==> src/verilog/isasc_defs.vh <==
// Purpose: shared constants of the memory-reference executor
// Assumes: 12-bit words, 128-word pages, bit 0 is the least significant bit
// Notes:   included by the executor and its address former
//
// Summary of operation
// RL1: increment-skip keeps accumulator and link unchanged
// RL2: incremented word written back to same location
// RL3: increment first, skip only on zero result
// RL4: increment wraps, all ones becomes zero, skips
// RL5: subroutine call stores next address at target
// RL6: call continues at target plus one
// RL7: indirect jump returns via stored subroutine word
// RL8: indirect reference uses pointer word as address
// RL9: direct address: page zero or current page
// RL10: page zero reachable from every page
// RL11: skip advances program counter by two words
`ifndef ISASC_DEFS_VH
`define ISASC_DEFS_VH

// ----------------------------------------------------------------
// word and instruction fields
// ----------------------------------------------------------------
`define ISASC_WORD_W      12
`define ISASC_OP_HI       11
`define ISASC_OP_LO       9
`define ISASC_IND_BIT     8
`define ISASC_PAGE_BIT    7
`define ISASC_OFS_HI      6
`define ISASC_PAGE_HI     11
`define ISASC_PAGE_LO     7
`define ISASC_PAGE_ZERO   5'h00

// ----------------------------------------------------------------
// operation codes
// ----------------------------------------------------------------
`define ISASC_OP_AND      3'h0
`define ISASC_OP_ADD      3'h1
`define ISASC_OP_INCSKIP  3'h2
`define ISASC_OP_DEPOSIT  3'h3
`define ISASC_OP_CALL     3'h4
`define ISASC_OP_JUMP     3'h5

// ----------------------------------------------------------------
// reset values and constants
// ----------------------------------------------------------------
`define ISASC_PC_RST      12'h080
`define ISASC_WORD_ZERO   12'h000
`define ISASC_WORD_ONE    12'h001

`endif

==> src/verilog/isasc_ea.v <==
// Purpose: forms the direct effective address of a memory-reference instruction
// Assumes: instruction and its own address are both valid in the same cycle
// Notes:   purely combinational
`timescale 1ns/100ps
`include "isasc_defs.vh"

module isasc_ea (
	input  wire [`ISASC_WORD_W-1:0] instr,
	input  wire [`ISASC_WORD_W-1:0] instr_addr,
	output wire [`ISASC_WORD_W-1:0] direct_addr
);

	// ----------------------------------------------------------------
	// page select
	// ----------------------------------------------------------------
	wire [`ISASC_PAGE_HI-`ISASC_PAGE_LO:0] page_sel;

	assign page_sel    = instr[`ISASC_PAGE_BIT] ? instr_addr[`ISASC_PAGE_HI:`ISASC_PAGE_LO]
	                                            : `ISASC_PAGE_ZERO; // RL9 RL10
	assign direct_addr = {page_sel, instr[`ISASC_OFS_HI:0]}; // RL9

endmodule // isasc_ea

==> src/verilog/isasc_exec.v <==
// Purpose: fetch and execute of memory-reference instructions
// Assumes: memory answers a held request with a one-cycle ack
// Notes:   opcodes 6 and 7 are passed over as no-operations
`timescale 1ns/100ps
`include "isasc_defs.vh"

module isasc_exec #(
	parameter W = `ISASC_WORD_W
) (
	input  wire         ref_clk,
	input  wire         resetn,
	input  wire         run,
	input  wire         pc_load,
	input  wire [W-1:0] pc_load_value,
	output wire         mem_req,
	output wire         mem_we,
	output wire [W-1:0] mem_addr,
	output wire [W-1:0] mem_wdata,
	input  wire         mem_ack,
	input  wire [W-1:0] mem_rdata,
	output wire [W-1:0] pc,
	output wire [W-1:0] accumulator,
	output wire         link,
	output wire         instr_done,
	output wire         skip_taken
);

	// ----------------------------------------------------------------
	// states
	// ----------------------------------------------------------------
	localparam [2:0] S_IDLE  = 3'h0;
	localparam [2:0] S_FETCH = 3'h1;
	localparam [2:0] S_IND   = 3'h2;
	localparam [2:0] S_EXEC  = 3'h3;
	localparam [2:0] S_RD    = 3'h4;
	localparam [2:0] S_WR    = 3'h5;

	reg  [2:0]   state_q;
	reg  [2:0]   state_d;
	reg  [W-1:0] pc_q;
	reg  [W-1:0] ir_q;
	reg  [W-1:0] ea_q;
	reg  [W-1:0] addr_q;
	reg  [W-1:0] wdata_q;
	reg  [W-1:0] acc_q;
	reg          link_q;
	reg          done_q;
	reg          skip_q;
	wire [W-1:0] direct_addr;
	wire [W-1:0] incr_word;
	wire [W:0]   add_sum;
	wire [2:0]   op;
	wire [2:0]   fetch_op;
	wire         fetch_nop;
	wire         fetch_ind;
	wire         incr_zero;

	// ----------------------------------------------------------------
	// instruction decode
	// ----------------------------------------------------------------
	assign op        = ir_q[`ISASC_OP_HI:`ISASC_OP_LO];
	assign fetch_op  = mem_rdata[`ISASC_OP_HI:`ISASC_OP_LO];
	assign fetch_nop = (fetch_op > `ISASC_OP_JUMP);
	assign fetch_ind = mem_rdata[`ISASC_IND_BIT]; // RL8
	assign incr_word = mem_rdata + `ISASC_WORD_ONE; // RL3 RL4
	assign incr_zero = (incr_word == `ISASC_WORD_ZERO); // RL3
	assign add_sum   = {1'b0, acc_q} + {1'b0, mem_rdata};

	// ----------------------------------------------------------------
	// address former
	// ----------------------------------------------------------------
	isasc_ea u_ea (
		.instr       (mem_rdata),
		.instr_addr  (pc_q),
		.direct_addr (direct_addr)
	);

	// ----------------------------------------------------------------
	// sequencer
	// ----------------------------------------------------------------
	always @* begin
		state_d = state_q;
		case (state_q)
		S_IDLE: begin
			if (!pc_load && run) begin
				state_d = S_FETCH;
			end
		end
		S_FETCH: begin
			if (mem_ack) begin
				if (fetch_nop) begin
					state_d = S_IDLE;
				end else if (fetch_ind) begin
					state_d = S_IND;
				end else begin
					state_d = S_EXEC;
				end
			end
		end
		S_IND: begin
			if (mem_ack) begin
				state_d = S_EXEC;
			end
		end
		S_EXEC: begin
			case (op)
			`ISASC_OP_JUMP: begin
				state_d = S_IDLE;
			end
			`ISASC_OP_CALL,
			`ISASC_OP_DEPOSIT: begin
				state_d = S_WR;
			end
			default: begin
				state_d = S_RD;
			end
			endcase
		end
		S_RD: begin
			if (mem_ack) begin
				if (op == `ISASC_OP_INCSKIP) begin
					state_d = S_WR; // RL2
				end else begin
					state_d = S_IDLE;
				end
			end
		end
		S_WR: begin
			if (mem_ack) begin
				state_d = S_IDLE;
			end
		end
		default: begin
			state_d = S_IDLE;
		end
		endcase
	end

	// ----------------------------------------------------------------
	// datapath registers
	// ----------------------------------------------------------------
	always @(posedge ref_clk or negedge resetn) begin
		if (!resetn) begin
			state_q <= S_IDLE;
			pc_q    <= `ISASC_PC_RST;
			ir_q    <= `ISASC_WORD_ZERO;
			ea_q    <= `ISASC_WORD_ZERO;
			addr_q  <= `ISASC_WORD_ZERO;
			wdata_q <= `ISASC_WORD_ZERO;
			acc_q   <= `ISASC_WORD_ZERO;
			link_q  <= 1'b0;
			done_q  <= 1'b0;
			skip_q  <= 1'b0;
		end else begin
			state_q <= state_d;
			done_q  <= 1'b0;
			skip_q  <= 1'b0;
			case (state_q)
			S_IDLE: begin
				if (pc_load) begin
					pc_q <= pc_load_value;
				end else if (run) begin
					addr_q <= pc_q;
				end
			end
			S_FETCH: begin
				if (mem_ack) begin
					ir_q <= mem_rdata;
					pc_q <= pc_q + `ISASC_WORD_ONE;
					if (fetch_nop) begin
						done_q <= 1'b1;
					end else if (fetch_ind) begin
						addr_q <= direct_addr; // RL8
					end else begin
						ea_q <= direct_addr; // RL9
					end
				end
			end
			S_IND: begin
				if (mem_ack) begin
					ea_q <= mem_rdata; // RL8 RL7
				end
			end
			S_EXEC: begin
				addr_q <= ea_q;
				case (op)
				`ISASC_OP_JUMP: begin
					pc_q   <= ea_q; // RL7
					done_q <= 1'b1;
				end
				`ISASC_OP_CALL: begin
					wdata_q <= pc_q; // RL5
					pc_q    <= ea_q + `ISASC_WORD_ONE; // RL6
				end
				`ISASC_OP_DEPOSIT: begin
					wdata_q <= acc_q;
					acc_q   <= `ISASC_WORD_ZERO;
				end
				default: begin
					// operand read follows
				end
				endcase
			end
			S_RD: begin
				if (mem_ack) begin
					case (op)
					`ISASC_OP_AND: begin
						acc_q  <= acc_q & mem_rdata;
						done_q <= 1'b1;
					end
					`ISASC_OP_ADD: begin
						acc_q  <= add_sum[W-1:0];
						link_q <= link_q ^ add_sum[W];
						done_q <= 1'b1;
					end
					default: begin
						// accumulator and link are left alone here
						wdata_q <= incr_word; // RL1 RL2
						if (incr_zero) begin
							pc_q   <= pc_q + `ISASC_WORD_ONE; // RL3 RL11
							skip_q <= 1'b1;
						end
					end
					endcase
				end
			end
			S_WR: begin
				if (mem_ack) begin
					done_q <= 1'b1; // RL2
				end
			end
			default: begin
				done_q <= 1'b0;
			end
			endcase
		end
	end

	// ----------------------------------------------------------------
	// outputs
	// ----------------------------------------------------------------
	assign mem_req     = (state_q == S_FETCH) || (state_q == S_IND) ||
	                     (state_q == S_RD) || (state_q == S_WR);
	assign mem_we      = (state_q == S_WR);
	assign mem_addr    = addr_q;
	assign mem_wdata   = wdata_q;
	assign pc          = pc_q;
	assign accumulator = acc_q;
	assign link        = link_q;
	assign instr_done  = done_q;
	assign skip_taken  = skip_q;

endmodule // isasc_exec
==> config.mk <==
export PLATFORM = sky130hd
export DESIGN_NAME = isasc_exec
export DESIGN_NICKNAME = d
export VERILOG_FILES = /design/src/verilog/isasc_ea.v /design/src/verilog/isasc_exec.v
export VERILOG_INCLUDE_DIRS = /design/src /design/src/verilog
export SDC_FILE = /design/constraint.sdc
export NUM_CORES = 1
export LEC_CHECK = 0
export ABC_AREA = 1
export BUFFER_PORTS_ARGS = -buffer_cell sky130_fd_sc_hd__buf_2
export CAP_MARGIN = 20
export CORE_ASPECT_RATIO = 0.5
export CORE_UTILIZATION = 58
export DETAILED_ROUTE_END_ITERATION = 10
export PLACE_DENSITY = 0.81
export SYNTH_ARGS = -nofsm -noshare
export SYNTH_HDL_FRONTEND = slang
export SYNTH_SLANG_ARGS = --single-unit
==> constraint.sdc <==
create_clock -name ref_clk -period 2.1 [get_ports ref_clk]
set_input_delay 0.42 -clock ref_clk [delete_from_list [all_inputs] [get_ports ref_clk]]
set_output_delay 0.42 -clock ref_clk [all_outputs]
set_load 0.05 [all_outputs]
==> results of run 1 <==
## critical path, cell delays in order (launching register included)
cell and delay, ns:
dfrtp_2 0.43, inv_2 0.10, nor2_8 0.18, nand2_4 0.19
nand3_1 0.12, buf_4 0.20
## sequential cells by signal (all words and copies together) (netlist names)
signal / cells
skip_taken: 1
link: 1
ea_q: 12
state_q: 3
mem_addr: 12
accumulator: 12
mem_wdata: 12
instr_done: 1
pc: 12
ir_q: 3
## stage by stage
| step | setup TNS, ns | instance area, sq um | instances | hold WS, ns |
|---|---|---|---|---|
| final | 0 | 6200 | 981 | 0.0705 |
| after floorplan | 0 | 5290 | 766 | 0.124 |
| after global routing | 0 | 6200 | 981 | 0.0963 |
| after detailed placement | -0.000661 | 5900 | 965 | 0.441 |
| after CTS | 0 | 6200 | 981 | 0.0918 |
| after global placement | 0 | 5900 | 965 | 0.422 |
## cell families (layout without fill, tap and decap cells)
family                     count (synthesis)  after routing
adders and majority gates                 17             17
xor gates and xnor gates                   5              5
buffers and inverters                    111            209
AOI/OAI and AO/OA                        152            152
DFF                                       69             69
and+or+nand+nor                          409            409
muxes                                      3              3
## worst paths after layout
check	endpoint	slack, ns	start	depth (start not counted)
min	pc[9]	0.07	resetn	1
min reg2reg	mem_wdata[6]	0.47	mem_wdata[6]	2
max	mem_req	0.13	state_q[0]	5
max in group asynchronous	mem_addr[1]	1.49	resetn	2
min in group ref_clk	state_q[2]	0.40	mem_ack	2
max reg2reg	mem_wdata[4]	0.23	state_q[2]	10
## cell usage in the layout (no fill, tap or decap), types with 10 or more instances in the layout
cell      count
a21oi_1      23
buf_2        80
buf_4        24
dfrtp_1      67
ha_1         16
inv_1        75
nand2_1     216
nand3_1      72
nand4_1      10
nor2_1       67
o211ai_1     13
o21ai_0      58
o21ai_1      18
o21ai_2      11
## layout make-up
cell class	count	area (sq um)
flip-flops and latches	69	1730
well taps	117	146
clock inverters	4	47.5
clock buffers	12	246
repair buffers	107	641
multi-input cells	586	3070
inverters	86	325
fillers	769	2560
## power by group
group	internal (mW)	leakage (nW)	switching, mW
sequential	1.84	0.889	0.487
combinational	1.63	2.13	3.91
clock	0.947	0.143	0.553
## repair_timing
| action | 4_1_cts | 5_1_grt |
|---|---|---|
| resized for setup | 1 | 2 |
| setup endpoints to repair | 1 | 2 |
| gates cloned | 0 | 0 |
## routing by layer
metal / up-vias / share of wire, % / GRT usage, %
met3: 32 / 9.9 / 7.02
met2: 318 / 43 / 53.6
met1: 2612 / 45 / 49.4
met5: - / 0 / 0
li1: 2741 / - / -
met4: 0 / 1.9 / 10.6
==> qor.txt, run 1 <==
crit path kind - reg2out
final worst-path cycle share - 93.9%
RSZ-0062 raised after global routing - false
sequential-to-total area share from yosys stat - 32.7%
Initial Util - 60.3%
reported max-cap violation count - 0
most frequent cell after synthesis - nand2_1
Global Route Usage Sum - 34.9%
simple-gate area share of the yosys netlist - 35.5%
largest net degree at the start of global routing - 28
CTS Buf Count - 9
# hold bufs at CTS - 0
vias in the first global route - 5209
P_leak - 3.16 nW
status - complete, no violations
synthesized-area fraction occupied by adder cells - 4.16%
Final nets - 905
die height - 69.5 um
critical path required time - 1.68 ns
Core Region - 8770 sq um
CTS Root Cell - clkbuf_16
Primary FF master, synth - dfrtp_1
Post-Synthesis Cell Area - 5290 sq um
Yosys top cell by area - dfrtp_1
async set or reset register ratio after synthesis - 100%
Die X - 137 um
I/O Buffers - 81
top-area cell type share of the netlist area - 32.2%
Worst Setup Start Kind - register
Power Dens Cells - 1510 nW/um^2
Tmin final - 1.97 ns
Area contributors post-synth - dfrtp_1 (32%), nand2_1 (15%), nand3_1 (6.8%)
Place WS - -0.000661 ns
Yosys cell types - 47
gpl congestion - 0.972
syn avg cell area - 6.91 sq um
Min-Delay Path Class - in2async
Worst IR Drop VDD - 0.00120 V
FMAX - 507 MHz
GRT overflow - 0
synthesized flop and latch total - 69
final setup vio count - 0
DRT antenna net count - 0
Worst-Skew Late Latency - 0.34 ns
commonest cells in the netlist - nand2_1 (216), inv_1 (75), nand3_1 (72)
Clock Skew - 0.00445 ns
Worst Tran Pin Value - 0.581 ns
Rows - 24
Avg Vias per Cell - 5.81
wire per inst - 15.8 um
Core Util, Final - 70.8%
Iter 0 DRT Violations - 665
Synth Area in XOR/XNOR - 0.828%
CTS tree - done
Critical Path End Type - output pin
die area - 9530 sq um
via count - 5703
first-pass GRT wire length - 25500 um
max-slew violations - 0
cells after synthesis - 766
crit path max fanout - 13
crit path DAT - 1.55 ns
syn_nets - 812
DP Wirelength - 12100 um
initial antenna violation count - 0
Worst-path clk slew - 0.05 ns
Fin. Hold Viols - 0
Area Growth Syn to Fin - 17.3%
Worst slew margin - 60.9%
clk sinks - 69
buffer depth of the longest clock path - 2
# DRC - 0
Compound-Gate Fraction of Synth Area - 16.9%
mux share of post-synthesis cell area - 0.568%
Ant. Diodes - 0
Setup Buffers After CTS - 0
Ys Warns - 0
total power - 9.36 mW
drt pass-1 iters - 5
largest family of logic cells by synthesized area - simple AND/OR/NAND/NOR gates
htree depth - 3
total wire length - 15500 um
setup slack after layout - 0.127 ns
share of cells above drive strength 1 - 20.4%
Post-synth EDFFs - 0
I/O Pins - 82
Power figures use the tool's default switching activity.
==> run 2: changes to the inputs <==
==> constraint.sdc (replaced) <==
create_clock -name ref_clk -period 1.9 [get_ports ref_clk]
set_input_delay 0.38 -clock ref_clk [delete_from_list [all_inputs] [get_ports ref_clk]]
set_output_delay 0.38 -clock ref_clk [all_outputs]
set_load 0.05 [all_outputs]
==> qor.txt, run 2 (synthesis results as in run 1) <==
reported max-cap violation count - 0
Fillers - 729
R2R cell count - 10
setup slack after layout - 0.0106 ns
share of cells above drive strength 1 - 24.4%
post-place instance area - 6130 sq um
Crit-path slowest cell - dfrtp_2
Fin. Hold Viols - 0
total power - 11.0 mW
GRT overflow - 0
Min-Delay Path Class - in2async
Global Route Usage Sum - 35.5%
R2R setup slack - 0.05 ns
Tmin final - 1.89 ns
Ant. Diodes - 0
drt pass-1 iters - 5
FF+latch area - 1730 sq um
commonest non-fill, non-tap cell in the layout - nand2_1
total wire length - 16400 um
Iter 0 DRT Violations - 462
htree depth - 3
CTS tree - done
CP peak stage delay - 0.45 ns
Area Growth Syn to Fin - 23.5%
clk sinks - 69
max-slew violations - 0
Worst-Skew Late Latency - 0.34 ns
Worst Setup Start Kind - register
worst r2r src - state_q[2]
I/O Buffers - 81
CP Cell Sequence - inv_2 -> nor2_8 -> nand2_4 -> nand3_1 -> buf_4
crit path max fanout - 13
hold slack final - 0.0533 ns
crit path DAT - 1.51 ns
crit path kind - reg2out
status - complete, no violations
area occupied by multi-input gates - 3120 sq um
first-pass GRT wire length - 25700 um
RSZ-0062 raised after global routing - true
via count - 5734
DP Wirelength - 12500 um
final setup vio count - 0
Core Region - 8770 sq um
initial antenna violation count - 0
wire per inst - 16.2 um
DRT antenna net count - 0
Design Area, Final - 6530 sq um
Critical Path End Type - output pin
P_leak - 3.33 nW
Initial Util - 60.3%
FMAX - 529 MHz
Worst-path clk slew - 0.06 ns
fin cells - 1012
Die X - 137 um
Worst slew margin - 69.0%
die height - 69.5 um
Power Dens Cells - 1680 nW/um^2
final worst-path cycle share - 99.4%
Place WS - -0.0997 ns
Worst IR Drop VDD - 0.00105 V
die area - 9530 sq um
Worst Tran Pin Value - 0.463 ns
worst flop-to-flop path endpoint - pc[11]
Final nets - 936
# hold bufs at CTS - 0
Clock Skew - 0.00644 ns
Placed Instances - 993
I/O Pins - 82
critical path required time - 1.52 ns
commonest cells after routing, fill and taps aside - nand2_1 (215), buf_2 (79), inv_1 (75)
# DRC - 0
gpl congestion - 0.932
Rows - 24
Avg Vias per Cell - 5.67
vias in the first global route - 5237
buffer depth of the longest clock path - 2
largest net degree at the start of global routing - 70
CTS Root Cell - clkbuf_16
CTS Buf Count - 9
run 2: cell types whose count changed in the layout (fill, tap and decap cells not counted), moves of 2 or more:
cell	previous run	this run
dfrtp_1	67	64
buf_4	24	55
a21oi_1	23	21
ha_1	16	14
ha_4	0	2
dfrtp_2	1	4
a21oi_2	1	3
run 2: layout make-up:
class,instances,area share (%)
multi-input combinational,586,47.7
sequential,69,26.5
inverter,86,5.04
clock buffer,12,3.93
clock inverter,4,1.07
timing repair buffer,138,13.5
tap,117,2.24
run 2: worst max-delay path by stage:
stage                   start              end  slack [ns]  depth (start not counted)
2_1_floorplan  accumulator[5]  accumulator[10]       0.004                          9
3_3_place_gp     mem_rdata[0]   accumulator[6]       -0.04                         12
3_5_place_dp     mem_rdata[0]           pc[11]        -0.1                         15
4_1_cts            state_q[0]          mem_req       0.007                          5
5_1_grt            state_q[0]          mem_req       -0.03                          5
6_report           state_q[0]          mem_req        0.01                          5
run 2: stage by stage:
stage	utilization (%)	TNS [ns]
5_1_grt	74.5	-0.137
2_1_floorplan	-	0
4_1_cts	73.7	0
3_5_place_dp	69.9	-1.28
6_report	74.5	0
3_3_place_gp	69.9	-0.304
run 2: where the power goes:
group	internal, mW	switching, mW
Sequential	2.03	0.557
Combinational	2.01	4.50
Clock	1.22	0.654
Total	5.26	5.71
run 2: what timing repair did:
item / CTS / global route
endpoints found under the setup margin: 3 / 40
setup buffers: 0 / 3
pin swaps: 0 / 2
gates resized for setup: 3 / 12
run 2: layer usage:
layer / global-route usage [%] / vias up / part of all wire [%]
met1: 49.6 / 2654 / 45
met4: 10.0 / 0 / 1.2
li1: - / 2801 / -
met3: 9.43 / 22 / 9.1
met5: 0 / - / 0
met2: 53.9 / 257 / 44
run 2: critical path: cells and delay by family (launching register included):
family,cells,cell delay (ns)
flip-flops,1,0.45
buffers and inverters,2,0.35
AND/OR/NAND/NOR,3,0.37
==> run 3: changes to the inputs <==
--- a/config.mk
+++ b/config.mk
@@ -7,12 +7,13 @@
 export NUM_CORES = 1
 export LEC_CHECK = 0
 export ABC_AREA = 1
+export ABC_CLOCK_PERIOD_IN_PS = 1900
 export BUFFER_PORTS_ARGS = -buffer_cell sky130_fd_sc_hd__buf_2
 export CAP_MARGIN = 20
 export CORE_ASPECT_RATIO = 0.5
-export CORE_UTILIZATION = 58
+export CORE_UTILIZATION = 50
 export DETAILED_ROUTE_END_ITERATION = 10
-export PLACE_DENSITY = 0.81
+export PLACE_DENSITY = 0.72
 export SYNTH_ARGS = -nofsm -noshare
 export SYNTH_HDL_FRONTEND = slang
 export SYNTH_SLANG_ARGS = --single-unit
==> qor.txt, run 3 (synthesis results as in run 1) <==
Crit-path slowest cell - dfrtp_2
die height - 74.7 um
CP peak stage delay - 0.44 ns
wire per inst - 16.3 um
status - complete, no violations
crit path kind - reg2out
Ant. Diodes - 0
Global Route Usage Sum - 31.7%
Worst Setup Start Kind - register
R2R cell count - 12
crit path DAT - 1.48 ns
buffer depth of the longest clock path - 2
FMAX - 539 MHz
Clock Skew - 0.00738 ns
I/O Pins - 82
first-pass GRT wire length - 26600 um
P_leak - 3.47 nW
Power Dens Cells - 1690 nW/um^2
commonest cells after routing, fill and taps aside - nand2_1 (216), buf_2 (79), inv_1 (75)
cell depth of the worst setup path - 5
Core Util, Final - 66.7%
Final nets - 961
# DRC - 0
CP Cell Sequence - inv_4 -> buf_4 -> nand2_1 -> nor2_2 -> buf_6
Area Growth Syn to Fin - 29.2%
DRT antenna net count - 0
die area - 11000 sq um
Avg Vias per Cell - 5.54
final worst-path cycle share - 97.6%
Worst-path clk slew - 0.06 ns
worst r2r src - state_q[2]
Die X - 147 um
RSZ-0062 raised after global routing - true
Core Region - 10200 sq um
largest net degree at the start of global routing - 70
Worst IR Drop VDD - 0.000740 V
CTS tree - done
DP Wirelength - 13200 um
Placed Instances - 1030
via count - 5874
Worst slew margin - 68.4%
max-slew violations - 0
Worst-Skew Late Latency - 0.35 ns
R2R setup slack - 0.05 ns
initial antenna violation count - 0
Min-Delay Path Class - in2async
I/O Buffers - 81
htree depth - 3
Worst Tran Pin Value - 0.472 ns
CP Buf/Inv Count - 3
hold slack final - 0.0451 ns
clk sinks - 69
gpl congestion - 0.950
worst flop-to-flop path endpoint - pc[9]
CTS Root Cell - clkbuf_16
vias in the first global route - 5157
CTS Buf Count - 9
final setup vio count - 0
critical path required time - 1.52 ns
crit path max fanout - 4
reported max-cap violation count - 0
# hold bufs at CTS - 0
Critical Path End Type - output pin
commonest non-fill, non-tap cell in the layout - nand2_1
drt pass-1 iters - 5
delay-heaviest family, CP - flip-flops
total wire length - 17300 um
Iter 0 DRT Violations - 510
fin cells - 1060
Fin. Hold Viols - 0
share of cells above drive strength 1 - 27.1%
Rows - 26
Tmin final - 1.86 ns
GRT overflow - 0
Initial Util - 51.6%
run 3: cell count changes in the layout (fill, tap and decap cells not counted), moves of 3 or more:
cell / delta
buf_4: +19
buf_6: +4
clkinvlp_4: +3
nand3_1: -3
run 3: worst max path at each step:
| stage | from | end | slack (ns) |
|---|---|---|---|
| after floorplan | accumulator[5] | accumulator[10] | 0.004 |
| after global placement | mem_rdata[0] | accumulator[6] | -0.06 |
| after detailed placement | mem_rdata[0] | accumulator[6] | -0.10 |
| after CTS | state_q[2] | mem_req | -0.04 |
| after global routing | state_q[2] | mem_addr[10] | -0.02 |
| final | state_q[1] | mem_we | 0.04 |
run 3: what timing repair did:
item	in CTS	in global routing
pin swaps	1	7
setup endpoints to repair	12	43
gates resized for setup	6	27
gates cloned	0	1
buffers inserted	3	11
run 3: final cells by class:
type,count,area [sq um]
repair buffers,163,1100
well taps,140,175
clock inverters,7,100
clock buffers,9,225
inverters,86,332
fillers,904,3410
multi-input cells,586,3170
flip-flops and latches,69,1730
run 3: stage by stage:
step	setup TNS [ns]	power, mW	cell area [sq um]	setup WS, ns
after floorplan	0	7.27	5310	0.00396
after global placement	-0.552	8.79	6250	-0.0567
after detailed placement	-1.32	8.93	6250	-0.103
after CTS	-0.0439	10.9	6630	-0.0439
after global routing	-0.0700	12.3	6830	-0.0219
final	0	11.6	6830	0.0447
run 3: report_power, final:
group	internal [mW]	switching (mW)
clock network	1.15	0.715
registers	2.03	0.533
logic	2.42	4.70
run 3: routing by layer:
layer  part of all wire [%]  track usage [%]  wire [um]  vias up
met5                      0                0          0        -
met4                    1.5             9.62        254        0
met3                    8.9             5.45       1530       30
met2                     44             48.7       7620      290
met1                     46             46.1       7880     2707
li1                       -                -          -     2847
